`config.mk`:
```
export PLATFORM = sky130hd
export DESIGN_NAME = pps_port_power
export DESIGN_NICKNAME = d
export VERILOG_FILES = /design/src/hdl/pps_pkg.sv /design/src/hdl/pps_port_power.sv
export VERILOG_INCLUDE_DIRS = /design/src /design/src/hdl
export SDC_FILE = /design/constraint.sdc
export NUM_CORES = 1
export LEC_CHECK = 0
export BUFFER_PORTS_ARGS = -buffer_cell sky130_fd_sc_hd__buf_4
export CAP_MARGIN = 10
export CORE_MARGIN = 3
export CORE_UTILIZATION = 40
export DETAILED_ROUTE_END_ITERATION = 8
export GPL_TIMING_DRIVEN = 1
export PLACE_DENSITY = 0.69
export SYNTH_ARGS = -nofsm -noshare
export SYNTH_HDL_FRONTEND = slang
export SYNTH_SLANG_ARGS = --single-unit
```
`constraint.sdc`:
```
create_clock -name pclk -period 1.8 [get_ports pclk]
set_clock_uncertainty 0.05 [all_clocks]
set_input_delay 0.09 -clock pclk [delete_from_list [all_inputs] [get_ports pclk]]
set_output_delay 0.09 -clock pclk [all_outputs]
set_load 0.005 [all_outputs]
```
`src/hdl/pps_cfg.svh`:
```
// Register map, field positions and reset values of the port power pin block
`ifndef PPS_CFG_SVH
`define PPS_CFG_SVH

// Register indexes as printed; byte address is four times the index
`define PPS_IDX_DIR 16'h0932
`define PPS_IDX_OUT 16'h0936
`define PPS_IDX_IN 16'h093a
`define PPS_IDX_PU 16'h093e
`define PPS_IDX_SEL1 16'h3c00
`define PPS_ADDR_W 18

// Field positions of the port 1 select register
`define PPS_SEL_SHARED_BIT 7
`define PPS_SEL_DIS_BIT 5
`define PPS_SEL_FIXED_BIT 4
`define PPS_SEL_CODE_HI 3
`define PPS_SEL_CODE_LO 0

// Writable bit masks and reset values
`define PPS_PIN_MASK 8'hfe
`define PPS_SEL_MASK 8'hbf
`define PPS_RST_DIR 8'h00
`define PPS_RST_OUT 8'h00
`define PPS_RST_PU 8'h00
`define PPS_RST_SEL 8'h00

`endif

```
`src/hdl/pps_pkg.sv`:
```
// Types of the port power pin block
`default_nettype none

package pps_pkg;
    typedef enum logic [3:0]
    {
        PPS_SRC_OFF = 4'b0000,
        PPS_SRC_USB2 = 4'b0001,
        PPS_SRC_USB3 = 4'b0010,
        PPS_SRC_EITHER = 4'b0011,
        PPS_SRC_GPIO = 4'b0100
    } pps_source_type;
endpackage

`default_nettype wire

```
`src/hdl/pps_port_power.sv`:
```
// Port power pin control with APB register access
//
// Overview of operation
// RULE_01 - Output register bits 7:1 give data driven on each supply pin.
// RULE_02 - Input register bits 7:1 read the sampled level of each pin.
// RULE_03 - Pull-up register bit N enables pull-up on supply pin N.
// RULE_04 - Select bit 7 picks shared power and over-current pins when set.
// RULE_05 - Select bit 5 marks port 1 permanently disabled.
// RULE_06 - Select bit 4 marks port 1 as having a fixed device.
// RULE_07 - Codes 0000b off, 0001b follow USB2, 0010b follow USB3 power.
// RULE_08 - Code 0011b follows USB2 or USB3, code 0100b follows the GPIO.
// RULE_09 - Software writes only the five defined source codes.
// RULE_10 - Software loads select settings once and leaves them alone.
// RULE_11 - Disable, fixed and shared bits are set before enumeration.
// RULE_12 - Direction bit zero makes a pin input, one makes it output.
// RULE_13 - Output data reaches a pin only while direction selects output.
//
// Local design decision: register access over APB.
`timescale 1ns/1ps
`default_nettype none
`include "pps_cfg.svh"

module pps_port_power
(
    input wire logic pclk, // APB clock, 125 MHz
    input wire logic presetn, // Asynchronous reset
    input wire logic psel, // APB select
    input wire logic penable, // APB access phase
    input wire logic pwrite, // APB write
    input wire logic [31:0] paddr, // APB byte address
    input wire logic [31:0] pwdata, // APB write data
    output logic [31:0] prdata, // APB read data
    output logic pready, // APB ready
    output logic pslverr, // APB error on unmapped address
    input wire logic [7:0] supply_pin_in, // Supply pin input levels
    output logic [7:0] supply_pin_out, // Supply pin output data
    output logic [7:0] supply_pin_oe, // Supply pin output enables
    output logic [7:0] supply_pin_pullup, // Supply pin pull-up enables
    input wire logic usb2_port_power, // USB2 port power request
    input wire logic usb3_port_power, // USB3 port power request
    input wire logic gpio_port_power, // Designated GPIO level
    output logic port1_power_on, // Port 1 power switch control
    output logic port1_shared_pins, // Shared power/over-current pins
    output logic port1_disabled, // Port 1 permanently disabled
    output logic port1_fixed_attachment // Port 1 non-removable device
);

    // ------------------------------------------------------------
    // Registers and decode
    // ------------------------------------------------------------
    logic [7:0] supply_pin_dir_bits;
    logic [7:0] supply_pin_out_bits;
    logic [7:0] supply_pin_pullup_bits;
    logic [7:0] port1_power_source_select;
    logic [7:0] sync_a;
    logic [7:0] sync_b;
    logic [7:0] sync_c;
    logic [7:0] port_power_pin_input;
    logic [3:0] supply_source_code;
    logic hit_dir;
    logic hit_out;
    logic hit_in;
    logic hit_pu;
    logic hit_sel;
    logic mapped;
    logic wr_en;
    logic rd_en;
    logic next_power;

    assign hit_dir = paddr[31:0] == 32'(`PPS_IDX_DIR) * 32'h0000_0004;
    assign hit_out = paddr[31:0] == 32'(`PPS_IDX_OUT) * 32'h0000_0004;
    assign hit_in = paddr[31:0] == 32'(`PPS_IDX_IN) * 32'h0000_0004;
    assign hit_pu = paddr[31:0] == 32'(`PPS_IDX_PU) * 32'h0000_0004;
    assign hit_sel = paddr[31:0] == 32'(`PPS_IDX_SEL1) * 32'h0000_0004;
    assign mapped = hit_dir | hit_out | hit_in | hit_pu | hit_sel;
    assign wr_en = psel & penable & pwrite & mapped;
    assign rd_en = psel & ~penable & ~pwrite;

    // Zero wait states: every access completes in its first access cycle
    assign pready = 1'b1;
    assign pslverr = psel & penable & ~mapped;

    // ------------------------------------------------------------
    // Software-written registers
    // ------------------------------------------------------------
    always_ff @(posedge pclk or negedge presetn)
    begin
        if (!presetn)
            supply_pin_dir_bits <= `PPS_RST_DIR;
        else if (wr_en && hit_dir)
            supply_pin_dir_bits <= pwdata[7:0] & `PPS_PIN_MASK;
    end

    always_ff @(posedge pclk or negedge presetn)
    begin
        if (!presetn)
            supply_pin_out_bits <= `PPS_RST_OUT;
        else if (wr_en && hit_out)
            supply_pin_out_bits <= pwdata[7:0] & `PPS_PIN_MASK;
    end

    always_ff @(posedge pclk or negedge presetn)
    begin
        if (!presetn)
            supply_pin_pullup_bits <= `PPS_RST_PU;
        else if (wr_en && hit_pu)
            supply_pin_pullup_bits <= pwdata[7:0] & `PPS_PIN_MASK;
    end

    // Settings are loaded once from configuration; no interlock is built
    always_ff @(posedge pclk or negedge presetn)
    begin
        if (!presetn)
            port1_power_source_select <= `PPS_RST_SEL;
        else if (wr_en && hit_sel)
            port1_power_source_select <= pwdata[7:0] & `PPS_SEL_MASK;
    end

    // ------------------------------------------------------------
    // Pin input sampling
    // ------------------------------------------------------------
    always_ff @(posedge pclk or negedge presetn)
    begin
        if (!presetn)
        begin
            sync_a <= 8'h00;
            sync_b <= 8'h00;
            sync_c <= 8'h00;
        end
        else
        begin
            sync_a <= supply_pin_in;
            sync_b <= sync_a;
            sync_c <= sync_b;
        end
    end

    // RULE_02 sampled pin levels
    // A bit changes only once the second and third stages agree
    always_ff @(posedge pclk or negedge presetn)
    begin
        if (!presetn)
            port_power_pin_input <= 8'h00;
        else
            port_power_pin_input <= ((sync_b & sync_c)
                | (port_power_pin_input & (sync_b | sync_c))) & `PPS_PIN_MASK;
    end

    // ------------------------------------------------------------
    // Pin drive
    // ------------------------------------------------------------
    genvar gi;
    generate
        for (gi = 0; gi < 8; gi++)
        begin : g_pin
            // RULE_01 RULE_12 RULE_13 gated pin drive
            always_ff @(posedge pclk or negedge presetn)
            begin
                if (!presetn)
                begin
                    supply_pin_out[gi] <= 1'b0;
                    supply_pin_oe[gi] <= 1'b0;
                end
                else
                begin
                    supply_pin_oe[gi] <= supply_pin_dir_bits[gi];
                    supply_pin_out[gi] <= supply_pin_dir_bits[gi]
                        & supply_pin_out_bits[gi];
                end
            end
            // RULE_03 pull-up enable
            always_ff @(posedge pclk or negedge presetn)
            begin
                if (!presetn)
                    supply_pin_pullup[gi] <= 1'b0;
                else
                    supply_pin_pullup[gi] <= supply_pin_pullup_bits[gi];
            end
        end
    endgenerate

    // ------------------------------------------------------------
    // Port 1 power source selection
    // ------------------------------------------------------------
    assign supply_source_code =
        port1_power_source_select[`PPS_SEL_CODE_HI:`PPS_SEL_CODE_LO];

    // RULE_07 RULE_08 source decode
    // Reserved codes keep the port off, the safe choice for a switch
    always_comb
    begin
        case (pps_pkg::pps_source_type'(supply_source_code))
            pps_pkg::PPS_SRC_OFF: next_power = 1'b0;
            pps_pkg::PPS_SRC_USB2: next_power = usb2_port_power;
            pps_pkg::PPS_SRC_USB3: next_power = usb3_port_power;
            pps_pkg::PPS_SRC_EITHER: next_power = usb2_port_power | usb3_port_power;
            pps_pkg::PPS_SRC_GPIO: next_power = gpio_port_power;
            default: next_power = 1'b0;
        endcase
    end

    always_ff @(posedge pclk or negedge presetn)
    begin
        if (!presetn)
            port1_power_on <= 1'b0;
        else
            port1_power_on <= next_power;
    end

    // RULE_04 RULE_05 RULE_06 port 1 flags
    always_ff @(posedge pclk or negedge presetn)
    begin
        if (!presetn)
        begin
            port1_shared_pins <= 1'b0;
            port1_disabled <= 1'b0;
            port1_fixed_attachment <= 1'b0;
        end
        else
        begin
            port1_shared_pins <= port1_power_source_select[`PPS_SEL_SHARED_BIT];
            port1_disabled <= port1_power_source_select[`PPS_SEL_DIS_BIT];
            port1_fixed_attachment <= port1_power_source_select[`PPS_SEL_FIXED_BIT];
        end
    end

    // ------------------------------------------------------------
    // Read data
    // ------------------------------------------------------------
    always_ff @(posedge pclk or negedge presetn)
    begin
        if (!presetn)
            prdata <= 32'h0000_0000;
        else if (rd_en)
        begin
            if (hit_dir)
                prdata <= {24'h00_0000, supply_pin_dir_bits};
            else if (hit_out)
                prdata <= {24'h00_0000, supply_pin_out_bits};
            else if (hit_in)
                prdata <= {24'h00_0000, port_power_pin_input};
            else if (hit_pu)
                prdata <= {24'h00_0000, supply_pin_pullup_bits};
            else if (hit_sel)
                prdata <= {24'h00_0000, port1_power_source_select};
            else
                prdata <= 32'h0000_0000;
        end
    end

    // ------------------------------------------------------------
    // Checks
    // ------------------------------------------------------------
    property p_out_drive;
        @(posedge pclk) disable iff (!presetn)
        ##1 supply_pin_out == ($past(supply_pin_out_bits) & $past(supply_pin_dir_bits));
    endproperty
    a_out_drive: assert property (p_out_drive) else $error("pin data wrong"); // RULE_01

    property p_in_stable;
        @(posedge pclk) disable iff (!presetn)
        (sync_b[1] && sync_c[1]) |=> port_power_pin_input[1];
    endproperty
    a_in_stable: assert property (p_in_stable) else $error("input not taken"); // RULE_02

    property p_pullup;
        @(posedge pclk) disable iff (!presetn)
        (wr_en && hit_pu) |=> ##1 supply_pin_pullup[7:1] == $past(pwdata[7:1], 2);
    endproperty
    a_pullup: assert property (p_pullup) else $error("pull-up wrong"); // RULE_03

    property p_shared;
        @(posedge pclk) disable iff (!presetn)
        (wr_en && hit_sel) |=> ##1 port1_shared_pins == $past(pwdata[7], 2);
    endproperty
    a_shared: assert property (p_shared) else $error("shared bit wrong"); // RULE_04

    property p_disable;
        @(posedge pclk) disable iff (!presetn)
        (wr_en && hit_sel) |=> ##1 port1_disabled == $past(pwdata[5], 2);
    endproperty
    a_disable: assert property (p_disable) else $error("disable bit wrong"); // RULE_05

    property p_fixed;
        @(posedge pclk) disable iff (!presetn)
        (wr_en && hit_sel) |=> ##1 port1_fixed_attachment == $past(pwdata[4], 2);
    endproperty
    a_fixed: assert property (p_fixed) else $error("fixed bit wrong"); // RULE_06

    property p_src_off;
        @(posedge pclk) disable iff (!presetn)
        (supply_source_code == 4'h0) |=> !port1_power_on;
    endproperty
    a_src_off: assert property (p_src_off) else $error("port on while off"); // RULE_07

    property p_src_either;
        @(posedge pclk) disable iff (!presetn)
        (supply_source_code == 4'h3) |=>
            port1_power_on == ($past(usb2_port_power) | $past(usb3_port_power));
    endproperty
    a_src_either: assert property (p_src_either) else $error("either source wrong"); // RULE_08

    property p_oe_dir;
        @(posedge pclk) disable iff (!presetn)
        !supply_pin_dir_bits[3] |=> !supply_pin_oe[3] && !supply_pin_out[3];
    endproperty
    a_oe_dir: assert property (p_oe_dir) else $error("input pin driven"); // RULE_12 RULE_13

    property p_oe_follow;
        @(posedge pclk) disable iff (!presetn)
        supply_pin_dir_bits[3] |=> supply_pin_oe[3];
    endproperty
    a_oe_follow: assert property (p_oe_follow) else $error("output pin not driven"); // RULE_12

    property p_in_clear;
        @(posedge pclk) disable iff (!presetn)
        (!sync_b[2] && !sync_c[2]) |=> !port_power_pin_input[2];
    endproperty
    a_in_clear: assert property (p_in_clear) else $error("input low not taken"); // RULE_02

    property p_src_usb2;
        @(posedge pclk) disable iff (!presetn)
        (supply_source_code == pps_pkg::PPS_SRC_USB2) |=>
            port1_power_on == $past(usb2_port_power);
    endproperty
    a_src_usb2: assert property (p_src_usb2) else $error("usb2 source wrong"); // RULE_07

    property p_src_usb3;
        @(posedge pclk) disable iff (!presetn)
        (supply_source_code == pps_pkg::PPS_SRC_USB3) |=>
            port1_power_on == $past(usb3_port_power);
    endproperty
    a_src_usb3: assert property (p_src_usb3) else $error("usb3 source wrong"); // RULE_07

    property p_src_gpio;
        @(posedge pclk) disable iff (!presetn)
        (supply_source_code == pps_pkg::PPS_SRC_GPIO) |=>
            port1_power_on == $past(gpio_port_power);
    endproperty
    a_src_gpio: assert property (p_src_gpio) else $error("gpio source wrong"); // RULE_08

    property p_out_readback;
        @(posedge pclk) disable iff (!presetn)
        (rd_en && hit_out) |=> prdata[7:0] == $past(supply_pin_out_bits);
    endproperty
    a_out_readback: assert property (p_out_readback) else $error("output readback wrong"); // RULE_01

endmodule
`default_nettype wire

```
[Word-level counts from Yosys, hierarchy flattened]
Index checks and enable logic that the tools add are counted.
Operators by class
  bitwise logic cells: 25
  mux-type cells: 6
  reductions and logical operators: 4
  equal/unequal tests: 9
Operators with widths (number)
  == test 32 x 14 -> 1 bit (second input constant): 4
  2-to-1 mux 32 bit: 4
  == test 32 x 16 -> 1 bit (second input constant): 1
  AND 8 bit: 2
  OR 8 bit: 2
  AND 1 bit: 13
  == test 4 x 2 -> 1 bit (second input constant): 2
  2-to-1 mux 8 bit: 1
  OR 1 bit: 5
  == test 4 x 1 -> 1 bit (second input constant): 1
  == test 4 x 3 -> 1 bit (second input constant): 1
  logical AND 1 bit: 4
  case mux 1 bit (4 select lines): 1
  NOT 1 bit: 3
Storage, ports and cells
  logic and storage cells: 78
  input bits: 80
  register bits: 116

[Longest topological paths before layout]
Gate-level depths: netlist (run 1).
  word-level depth: 7
  gate-level depth with buffers: 7

[Worst setup path after synthesis (run 1)]
OpenSTA, ideal clock, no wires.
  path type: input to register
  from: in paddr[8]
  to: reg supply_pin_dir_bits[1]
  cell stages on the path: 6
  arrival: 1.556 ns
  data required time: 1.625 ns
  path slack: 0.069 ns
  library setup time: 0.125 ns
  cell sequence: nor4b_4 nand4_4 nor3_4 and3_1 buf_6 mux2_4
Between the ends
  word-level cells in the longest chain between the ends: 7
Ends and longest elaborated chain
  start, declared: line pps_port_power.sv:30  | input wire logic [31:0] paddr,
  == test 32 x 14 -> 1 bit (on tied branches): line pps_port_power.sv:70, pps_port_power.sv:71
  OR 1 bit (4 in a row): line pps_port_power.sv:75  | assign mapped = hit_dir | hit_out | hit_in | hit_pu | hit_sel;
  AND 1 bit: line pps_port_power.sv:76  | assign wr_en = psel & penable & pwrite & mapped;
  logical AND 1 bit (*): line pps_port_power.sv:90  | else if (wr_en && hit_dir)
  end signal, assigned: line pps_port_power.sv:89  | supply_pin_dir_bits <= `PPS_RST_DIR;
  end signal, assigned: line pps_port_power.sv:91  | supply_pin_dir_bits <= pwdata[7:0] & `PPS_PIN_MASK;
  end, declared: line pps_port_power.sv:51  | logic [7:0] supply_pin_dir_bits;
Every way passes the cells marked *; elsewhere a longest branch is shown, timed or not.
A chain may end at the register's enable or synchronous reset.

[Final worst setup path (run 1)]
  from: reg port_power_pin_input[5]
  to: reg prdata[5]
Between the ends
  word-level cells in the longest chain between the ends: 3
Ends and longest elaborated chain
  start, declared: line pps_port_power.sv:58  | logic [7:0] port_power_pin_input;
  start signal, assigned: line pps_port_power.sv:145  | port_power_pin_input <= ((sync_b & sync_c)
  2-to-1 mux 32 bit: line pps_port_power.sv:240  | else if (hit_in)
  2-to-1 mux 32 bit: line pps_port_power.sv:238  | else if (hit_out)
  2-to-1 mux 32 bit: line pps_port_power.sv:236  | if (hit_dir)
  end signal, assigned: line pps_port_power.sv:237  | prdata <= {24'h00_0000, supply_pin_dir_bits};
  end signal, assigned: line pps_port_power.sv:239  | prdata <= {24'h00_0000, supply_pin_out_bits};
  end signal, assigned: line pps_port_power.sv:241  | prdata <= {24'h00_0000, port_power_pin_input};
  end, declared: line pps_port_power.sv:32  | output logic [31:0] prdata,
No other way between the ends.

==> results of run 1 <==
-- sequential cells by signal (all words and copies together), names as in the netlist --
register and cells:
supply_pin_out 7, supply_pin_dir_bits 7, port1_fixed_attachment 1, supply_pin_oe 7
supply_pin_pullup_bits 7, sync_a 7, sync_b 7, port1_power_source_select 7
sync_c 7, port_power_pin_input 7, port1_shared_pins 1, supply_pin_out_bits 7
port1_power_on 1, prdata 8, port1_disabled 1, supply_pin_pullup 7
-- how the worst min path moves through the flow --
stage | from | to | slack, ps | cells past startpoint
final | usb2_port_power | port1_power_on | 90 | 5
after global routing | usb2_port_power | port1_power_on | 140 | 5
after CTS | usb2_port_power | port1_power_on | 80 | 5
after detailed placement | presetn | sync_b[5] | 110 | 2
after global placement | presetn | sync_a[5] | 110 | 2
after floorplan | presetn | port1_disabled | -260 | 0
-- power groups by stage --
| stage | Combinational [uW] | Clock [uW] | Sequential, uW |
|---|---|---|---|
| after floorplan | 134 | 0 | 2110 |
| after global placement | 282 | 0 | 2110 |
| after detailed placement | 290 | 0 | 2110 |
| after CTS | 321 | 1720 | 2070 |
| after global routing | 353 | 1790 | 2080 |
| final | 319 | 1680 | 2070 |
-- worst max-delay path, stage by stage, from the launching register on --
cell and delay (ps):
sky130_fd_sc_hd__dfrtp_1 390, sky130_fd_sc_hd__or3b_2 470, sky130_fd_sc_hd__a211oi_2 230, sky130_fd_sc_hd__a2111oi_1 90
sky130_fd_sc_hd__buf_4 150, sky130_fd_sc_hd__a211oi_2 160, sky130_fd_sc_hd__a211oi_1 70
-- what timing repair did --
item / in CTS / in global routing
buffers inserted: 0 / 0
pin swaps: 0 / 1
endpoints found under the hold margin: 125 / 0
endpoints found under the setup margin: 2 / 3
gates resized for setup: 2 / 4
hold buffers: 17 / 0
-- cells by family (layout without fill, tap and decap cells) --
family	count (synthesis)	in the layout
buffers and inverters	40	150
adders and majority gates	7	7
DFF	89	89
muxes	31	31
and+or+nand+nor	72	72
AOI/OAI and AO/OA	29	29
other	2	28
-- per-layer routing --
layer / GRT usage, % / routed length [um] / up-vias
li1: - / - / 1169
met1: 19.2 / 3300 / 1181
met2: 25.5 / 3890 / 69
met3: 3.55 / 373 / 6
met4: 4.84 / 70 / 0
met5: 0 / 0 / -
-- final cells by class --
type,count,area (um^2)
Fill cell,719,3860
Sequential cell,89,2230
Multi-Input combinational cell,167,1330
Timing Repair Buffer,130,1030
Clock buffer,12,155
Tap cell,108,135
Clock inverter,4,98.8
Inverter,4,15.0
-- synthesized netlist by cell type (2+ instances only) --
master	count	share of area, %
sky130_fd_sc_hd__clkbuf_1	3	0.30
sky130_fd_sc_hd__a211oi_1	11	2.2
sky130_fd_sc_hd__inv_1	4	0.41
sky130_fd_sc_hd__nand2_1	12	1.2
sky130_fd_sc_hd__and2_1	8	1.4
sky130_fd_sc_hd__nor4_1	3	0.51
sky130_fd_sc_hd__nor3_1	2	0.27
sky130_fd_sc_hd__dfrtp_1	89	60
sky130_fd_sc_hd__nand2b_1	5	0.85
sky130_fd_sc_hd__mux2_1	21	6.4
sky130_fd_sc_hd__a21oi_1	5	0.68
sky130_fd_sc_hd__nor4_4	2	1.2
sky130_fd_sc_hd__nand4_4	2	1.2
sky130_fd_sc_hd__mux2i_1	2	0.54
sky130_fd_sc_hd__buf_2	4	0.54
sky130_fd_sc_hd__nor3b_1	4	0.81
sky130_fd_sc_hd__and3_1	7	1.2
sky130_fd_sc_hd__nand3_1	2	0.27
sky130_fd_sc_hd__buf_4	28	5.7
sky130_fd_sc_hd__mux2_4	7	2.8
sky130_fd_sc_hd__o31ai_1	2	0.41
sky130_fd_sc_hd__nand4_1	4	0.68
sky130_fd_sc_hd__a22oi_1	2	0.41
sky130_fd_sc_hd__a2111oi_0	3	0.71
sky130_fd_sc_hd__o2111ai_1	3	0.71
sky130_fd_sc_hd__nor2_1	10	1.0
sky130_fd_sc_hd__maj3_1	7	1.9
sky130_fd_sc_hd__or3b_2	3	0.71
sky130_fd_sc_hd__conb_1	2	0.20
-- per-stage QoR --
stage / TNS (ps) / utilization [%] / instance area, um^2
finish: 0 / 56.4 / 4990
global route: 0 / 56.4 / 4990
CTS: 0 / 56.2 / 4970
detailed placement: -1790 / 51.3 / 4540
global placement: -1120 / 51.3 / 4540
floorplan: 0 / - / 3790
==> flow_summary.yaml, run 1 <==
logic_synthesis:
  yosysWarnings: 0
  synth_cell_types: 42
  synth_seq_cells: 89
  ys_seq_area_share_pct: 60.3
  synthSimpleGateAreaFrac_pct: 14.3
  synth_top_family_by_area: "simple AND/OR/NAND/NOR gates"
  post_synthesis_compound_gate_area_fraction_pct: 5.69
  post_synth_fa_ha_maj_area_fraction_pct: 1.90
  post_synth_mux_area_share_pct: 10.4
  synth_area_um2: 3700
  ys.flop_type: "sky130_fd_sc_hd__dfrtp_1"
  share_of_flip_flops_with_an_asynchronous_set_or_reset_after_synthesis_pct: 100
  synth-edff-count: 0
  syn_area_per_cell_um2: 13.7
  yosys.area_share.xor_xnor_pct: 0
  syn-instance-count: 270
power_and_ir_drop:
  p_seq_share_pct: 50.9
  p_per_area_nw_per_um2: 816
  cellLeakagePower_uw: 0.00251
  combinationalPowerShare_pct: 7.8
  power.total_uw: 4070
  vdd_drop_max_uv: 565
  switchingPower_uw: 849
  internal-power_uw: 3220
  p_sw_share_pct: 20.9
  power.share.clock_pct: 41.2
placed_design:
  dpl.hpwl_um: 5630
  dp_worst_setup_slack_ps: -110
  gpl.final_weighted_congestion: 0.767
  port_buffers: 88
  count_of_placed_standard_cells_including_taps: 481
sta:
  setup_violations: 0
  rsz_0062_raised_after_global_routing: "false"
  crit_path_time_final_ps: 1710
  worst_case_hold_slack_ps: 89.5
  fmaxAchievable_ghz: 0.586
  worst_pin_slew_ps: 495
  setup_ws_ps: 92.4
  slew_viol_final: 0
  worst_slew_margin_rel_pct: 66.2
  hold_viol_final: 0
  final_min_period_over_clock_period_pct: 94.9
drt:
  dr_total_vias: 2425
  routed_wl_um: 7630
  drc: 0
  avgRoutedWirePerCell_um: 14.9
  detail_route.first_pass.iterations: 4
  initialDrtViolationCount: 134
  routed_via_density: 4.72
  detail-route-antenna-nets: 0
clock_tree:
  cts_buffer_depth: 2
  cts_max_level: 3
  worstSkewPairLatency_ps: 350
  clock-sinks: 89
  cts_tree: "yes"
  cts-buffers-inserted: 9
  clock-root-buffer: "sky130_fd_sc_hd__clkbuf_8"
  cts.clk_slew.worst_paths_ps: 80
critical_path:
  worstReg2RegEnd: "prdata[5]"
  path_max_fanout: 2
  critical_path_required_ps: 1990
  crit_path_end: "prdata[5]"
  criticalPathCategory: "reg -> reg"
  r2r_start: "port_power_pin_input[5]"
  crit_path_start_kind: "flip-flop"
  timing.reg2reg.worst_path_depth: 6
  timing.critical_path.to_type: "flip-flop"
  worst-endpoint-arrival_ps: 1890
  setup.worst_path.start: "port_power_pin_input[5]"
  regToRegSetupSlack_ps: 90
grt:
  largest_net_degree_at_the_start_of_global_routing: 90
  global_route_wire_length_before_repair_um: 12000
  grt_pass1_vias: 2409
  gr-usage-all-layers_pct: 15.1
  number_of_antenna_violations_at_the_first_check_in_global_routing: 0
  overflow: 0
outcome:
  run_status: "finished clean"
die:
  core-area_um2: 8850
  die_height_um: 102
  total_die_area_um2: 10400
  initial_utilization_pct: 41.8
  core.rowCount: 34
  ios: 142
  die_x_um: 102
final_layout:
  finish.cell_count_without_fillers: 514
  fin_nets: 481
  insertedDiodeCount: 0
  final_layout_size_suffix_gt1_share_pct: 37.7
  layout_commonest_cell: "sky130_fd_sc_hd__buf_4"
  areaGrowthSynthToFinish_pct: 34.9
  most-common-layout-cells: "112 x sky130_fd_sc_hd__buf_4, 89 x sky130_fd_sc_hd__dfrtp_1, 28 x sky130_fd_sc_hd__conb_1"
run:
  cap_viol_max_count: 0
min_path:
  worst_hold_check_path_type: "in -> reg"
Power figures use the tool's default switching activity.
==> inputs of run 2 (changes only) <==
==> constraint.sdc (replaced) <==
create_clock -name pclk -period 1.9 [get_ports pclk]
set_clock_uncertainty 0.05 [all_clocks]
set_input_delay 0.095 -clock pclk [delete_from_list [all_inputs] [get_ports pclk]]
set_output_delay 0.095 -clock pclk [all_outputs]
set_load 0.005 [all_outputs]
==> run 2 against run 1 <==
Highest routed layer unchanged. Non-clock buffer count decreased by 6. Final cell count is 1.2% lower. Power is 6.7% lower. Via count rose by 3.5%.
==> flow_summary.yaml, run 2 (same netlist as run 1, synthesis figures left out) <==
drt:
  dr_total_vias: 2509
  detail_route.first_pass.iterations: 4
  avgRoutedWirePerCell_um: 15.3
  routed_wl_um: 7760
  drc: 0
  routed_via_density: 4.94
  initialDrtViolationCount: 111
  detail-route-antenna-nets: 0
clock_tree:
  cts_buffer_depth: 2
  cts_setup_buffers: 0
  cts_max_level: 3
  cts_tree: "yes"
  worstSkewPairLatency_ps: 350
  clock-sinks: 89
  cts.clk_slew.worst_paths_ps: 90
  cts-buffers-inserted: 9
  clock-root-buffer: "sky130_fd_sc_hd__clkbuf_8"
sta:
  fmaxAchievable_ghz: 0.552
  crit_path_time_final_ps: 1810
  worst_slew_margin_rel_pct: 53.8
  final_min_period_over_clock_period_pct: 95.4
  worst_pin_slew_ps: 676
  slew_viol_final: 0
  hold_viol_final: 0
  setup_violations: 0
grt:
  grtUsageMet2_pct: 24.5
  overflow: 0
  largest_net_degree_at_the_start_of_global_routing: 39
  grt_pass1_vias: 2460
  gr-usage-all-layers_pct: 15.2
  gr-usage-met1_pct: 20.3
  global_route_wire_length_before_repair_um: 12100
  grt-busiest-layer: "met2"
  grtUsageMet3_pct: 4.51
  number_of_antenna_violations_at_the_first_check_in_global_routing: 0
critical_path:
  timing.reg2reg.worst_path_depth: 5
  cpLargestDelayFamily: "compound AO/OA/AOI/OAI gates"
  worst-endpoint-arrival_ps: 2010
  critPathBufInv: 1
  crit_path_start_kind: "flip-flop"
  path_max_fanout: 3
  worstPathCellList: "o2111ai_1, a2111oi_0, buf_4, a211oi_2, a211oi_1"
  worstReg2RegEnd: "prdata[5]"
  regToRegSetupSlack_ps: 90
  timing.critical_path.to_type: "flip-flop"
  cp_slowest_stage_delay_ps: 680
  criticalPathCategory: "reg -> reg"
  critical-path-slowest-cell: "sky130_fd_sc_hd__a2111oi_0"
  critical_path_required_ps: 2100
  r2r_start: "supply_pin_pullup_bits[5]"
power_and_ir_drop:
  combinationalPowerShare_pct: 7.8
  p_sw_share_pct: 21.6
  p_seq_share_pct: 51.7
  vdd_drop_max_uv: 407
  internal-power_uw: 2980
  p_per_area_nw_per_um2: 772
  power.share.clock_pct: 40.4
  power.total_uw: 3800
  switchingPower_uw: 819
  cellLeakagePower_uw: 0.00247
min_path:
  timing.hold.worst_path_depth: 5
  hold-path-endpoint: "port1_power_on"
  min_from: "usb2_port_power"
  worst_hold_check_path_type: "in -> reg"
placed_design:
  dpl.hpwl_um: 5860
  gpl.final_weighted_congestion: 0.751
  dpl_cell_area_um2: 4490
  port_buffers: 88
die:
  total_die_area_um2: 10400
  ios: 142
  core.rowCount: 34
  initial_utilization_pct: 41.8
  core-area_um2: 8850
  die_height_um: 102
  die_x_um: 102
final_layout:
  insertedDiodeCount: 0
  fin_area_um2: 4910
  final_layout_size_suffix_gt1_share_pct: 36.0
  layout_commonest_cell: "sky130_fd_sc_hd__buf_4"
  most-common-layout-cells: "106 x sky130_fd_sc_hd__buf_4, 89 x sky130_fd_sc_hd__dfrtp_1, 28 x sky130_fd_sc_hd__conb_1"
  largest_register_ffs: 8
  largest-register: "prdata"
  fin_nets: 475
  layout.filler_cells: 746
  areaGrowthSynthToFinish_pct: 33.0
run:
  cap_viol_max_count: 0
outcome:
  run_status: "finished clean"
run 2: cell count changes in the layout (fill, tap and decap cells not counted), sizes merged:
| cell | delta |
|---|---|
| buf | -6 |
| clkbuf | -2 |
| clkinvlp | +1 |
| inv | +1 |
run 2: cell type report:
cell class	count	area (um^2)	area share, %
sequential	89	2230	45.3
clock buffer	10	128	2.60
timing repair buffer	124	986	20.1
inverter	4	15.0	0.305
tap	108	135	2.75
clock inverter	6	115	2.34
multi-input combinational	167	1310	26.6
run 2: worst min-delay path: stages:
cell	delay, ps
sky130_fd_sc_hd__buf_4	80
sky130_fd_sc_hd__a22oi_1	50
sky130_fd_sc_hd__nor2_1	90
sky130_fd_sc_hd__a31oi_1	60
sky130_fd_sc_hd__nor2_1	80
run 2: power groups by stage:
stage	sequential [uW]	clock (uW)	combinational, uW
final	1960	1540	297
after global routing	1970	1660	328
after CTS	1960	1580	299
after detailed placement	2000	0	272
after global placement	2000	0	262
after floorplan	2000	0	127
run 2: layer usage:
metal  wire, um  share of wire, %
met5          0                 0
met4         72              0.93
met3        515               6.6
met2       3940                51
met1       3230                42
run 2: worst max-delay path by stage:
| stage | from | to | slack [ps] | cells after the start |
|---|---|---|---|---|
| 2_1_floorplan | paddr[8] | supply_pin_dir_bits[1] | 160 | 6 |
| 3_3_place_gp | paddr[8] | supply_pin_pullup_bits[3] | 20 | 7 |
| 3_5_place_dp | paddr[29] | prdata[5] | -90 | 7 |
| 4_1_cts | port_power_pin_input[5] | prdata[5] | 90 | 6 |
| 5_1_grt | supply_pin_pullup_bits[5] | prdata[5] | -20 | 5 |
| 6_report | supply_pin_pullup_bits[5] | prdata[5] | 90 | 5 |
run 2: repair_timing:
item,CTS,global route
setup endpoints to repair,0,1
hold buffers,17,0
hold endpoints to repair,71,0
gates resized for setup,0,2
run 2: metrics by stage:
step | TNS (ps) | hold WS, ps | cells | setup slack (ps) | util [%]
floorplan | 0 | -251 | 296 | 164 | -
global placement | 0 | 35.9 | 475 | 19.5 | 50.8
detailed placement | -111 | 42.8 | 475 | -90.0 | 50.8
CTS | 0 | 84.6 | 508 | 93.8 | 55.4
global route | -19.5 | 130 | 508 | -19.5 | 55.5
finish | 0 | 104 | 508 | 87.2 | 55.5
==> inputs of run 3 (changes only) <==
--- a/config.mk
+++ b/config.mk
@@ -10,8 +10,10 @@
 export CAP_MARGIN = 10
 export CORE_MARGIN = 3
 export CORE_UTILIZATION = 40
+export CTS_BUF_LIST = sky130_fd_sc_hd__clkbuf_4 sky130_fd_sc_hd__clkbuf_8
 export DETAILED_ROUTE_END_ITERATION = 8
 export GPL_TIMING_DRIVEN = 1
+export MAX_ROUTING_LAYER = met4
 export PLACE_DENSITY = 0.69
 export SYNTH_ARGS = -nofsm -noshare
 export SYNTH_HDL_FRONTEND = slang
==> run 3 against run 2 <==
Critical path depth unchanged. Global-route usage rose by 0.55 points. Non-clock buffer count is the same. Sequential share of layout area hardly changed. Die area did not move. Clock power barely moved.
==> flow_summary.yaml, run 3 (same netlist as run 1, synthesis figures left out) <==
clock_tree:
  clock-root-buffer: "sky130_fd_sc_hd__clkbuf_8"
  cts_max_level: 3
  cts-buffers-inserted: 9
  cts_buffer_depth: 2
  cts_tree: "yes"
  cts_setup_buffers: 0
  clock-sinks: 89
  cts.clk_slew.worst_paths_ps: 90
  worstSkewPairLatency_ps: 350
power_and_ir_drop:
  p_per_area_nw_per_um2: 776
  power.share.clock_pct: 40.7
  cellLeakagePower_uw: 0.00247
  vdd_drop_max_uv: 412
  switchingPower_uw: 826
  combinationalPowerShare_pct: 7.8
  p_sw_share_pct: 21.6
  internal-power_uw: 2990
  p_seq_share_pct: 51.4
sta:
  slew_viol_final: 0
  hold_viol_final: 0
  worst_pin_slew_ps: 694
  worst_slew_margin_rel_pct: 52.5
  setup_ws_ps: 72.5
  setup_violations: 0
  crit_path_time_final_ps: 1830
  final_min_period_over_clock_period_pct: 96.2
  fmaxAchievable_ghz: 0.547
final_layout:
  layout_commonest_cell: "sky130_fd_sc_hd__buf_4"
  insertedDiodeCount: 0
  layout.filler_cells: 746
  fin_nets: 475
  largest-register: "prdata"
  finish.cell_count_without_fillers: 508
  largest_register_ffs: 8
  seq_area_um2: 2230
  final_layout_size_suffix_gt1_share_pct: 36.3
  multiInputGateArea_um2: 1310
  areaGrowthSynthToFinish_pct: 33.1
  most-common-layout-cells: "106 x sky130_fd_sc_hd__buf_4, 89 x sky130_fd_sc_hd__dfrtp_1, 28 x sky130_fd_sc_hd__conb_1"
critical_path:
  cp_slowest_stage_delay_ps: 690
  crit_path_end: "prdata[5]"
  timing.reg2reg.worst_path_depth: 5
  timing.critical_path.to_type: "flip-flop"
  worstReg2RegEnd: "prdata[5]"
  regToRegSetupSlack_ps: 70
  critical-path-slowest-cell: "sky130_fd_sc_hd__a2111oi_0"
  critical_path_required_ps: 2110
  crit_path_start_kind: "flip-flop"
  r2r_start: "supply_pin_pullup_bits[5]"
  path_max_fanout: 3
  setup.worst_path.start: "supply_pin_pullup_bits[5]"
  criticalPathCategory: "reg -> reg"
  worstPathCellList: "o2111ai_1, a2111oi_0, buf_4, a211oi_2, a211oi_1"
  worst-endpoint-arrival_ps: 2040
drt:
  drc: 0
  routed_via_density: 4.89
  dr_total_vias: 2486
  detail-route-antenna-nets: 0
  detail_route.first_pass.iterations: 4
  initialDrtViolationCount: 116
  routed_wl_um: 7780
  avgRoutedWirePerCell_um: 15.3
die:
  total_die_area_um2: 10400
  core.rowCount: 34
  ios: 142
  initial_utilization_pct: 41.8
  die_height_um: 102
  core-area_um2: 8850
  die_x_um: 102
outcome:
  run_status: "finished clean"
placed_design:
  gpl.final_weighted_congestion: 0.760
  dp_worst_setup_slack_ps: -90.0
  count_of_placed_standard_cells_including_taps: 475
  dpl.hpwl_um: 5860
  port_buffers: 88
grt:
  gr-usage-met1_pct: 20.5
  gr-usage-all-layers_pct: 15.8
  global_route_wire_length_before_repair_um: 12100
  grt_pass1_vias: 2449
  grtUsageMet3_pct: 4.37
  grt-busiest-layer: "met2"
  number_of_antenna_violations_at_the_first_check_in_global_routing: 0
  largest_net_degree_at_the_start_of_global_routing: 39
  grtUsageMet2_pct: 24.5
  overflow: 0
min_path:
  worst_hold_check_path_type: "in -> reg"
run:
  cap_viol_max_count: 0
run 3: cell counts in the layout (fill, tap and decap cells not counted):
No cell type changed its count.
run 3: power by group through the flow:
stage / clock network (uW) / registers [uW] / logic (uW)
2_1_floorplan: 0 / 2000 / 127
4_1_cts: 1590 / 1960 / 299
5_1_grt: 1680 / 1970 / 328
6_report: 1560 / 1960 / 298
3_5_place_dp: 0 / 2000 / 272
3_3_place_gp: 0 / 2000 / 262
run 3: final cells by class:
| type | instances | share of cell area, % |
|---|---|---|
| clock buffer | 10 | 2.67 |
| multi-input combinational | 167 | 26.6 |
| inverter | 4 | 0.305 |
| sequential | 89 | 45.3 |
| clock inverter | 6 | 2.34 |
| timing repair buffer | 124 | 20.0 |
| tap | 108 | 2.75 |
run 3: stage by stage:
stage | hold slack [ps] | setup TNS, ps | instance area, um^2 | utilization [%] | total power (uW)
2_1_floorplan | -251 | 0 | 3790 | - | 2120
5_1_grt | 128 | -17.4 | 4920 | 55.6 | 3980
4_1_cts | 84.6 | 0 | 4910 | 55.5 | 3850
3_3_place_gp | 35.9 | 0 | 4490 | 50.8 | 2260
6_report | 94.0 | 0 | 4920 | 55.6 | 3820
3_5_place_dp | 42.8 | -111 | 4490 | 50.8 | 2270
run 3: worst min path at each step:
stage                    startpoint        endpoint  slack [ps]  cells past startpoint
floorplan                   presetn  port1_disabled        -250                      0
global placement            presetn       sync_a[5]          40                      1
detailed placement          presetn       sync_a[5]          40                      1
CTS                 usb2_port_power  port1_power_on          80                      5
global route        usb2_port_power  port1_power_on         130                      5
finish              usb2_port_power  port1_power_on          90                      5
run 3: what timing repair did:
action / 4_1_cts / 5_1_grt
hold buffers: 17 / 0
endpoints found under the hold margin: 71 / 0
endpoints found under the setup margin: 0 / 1
gates resized for setup: 0 / 2
run 3: critical path: cells and delay by family (launching register included):
family,cells,cell delay (ps)
flops,1,390
buf+inv,1,230
compound gates,4,1060
run 3: routing by layer:
layer / wire, um / part of all wire (%)
met3: 448 / 5.8
met1: 3290 / 42
met4: 103 / 1.3
met5: 0 / 0
met2: 3940 / 51
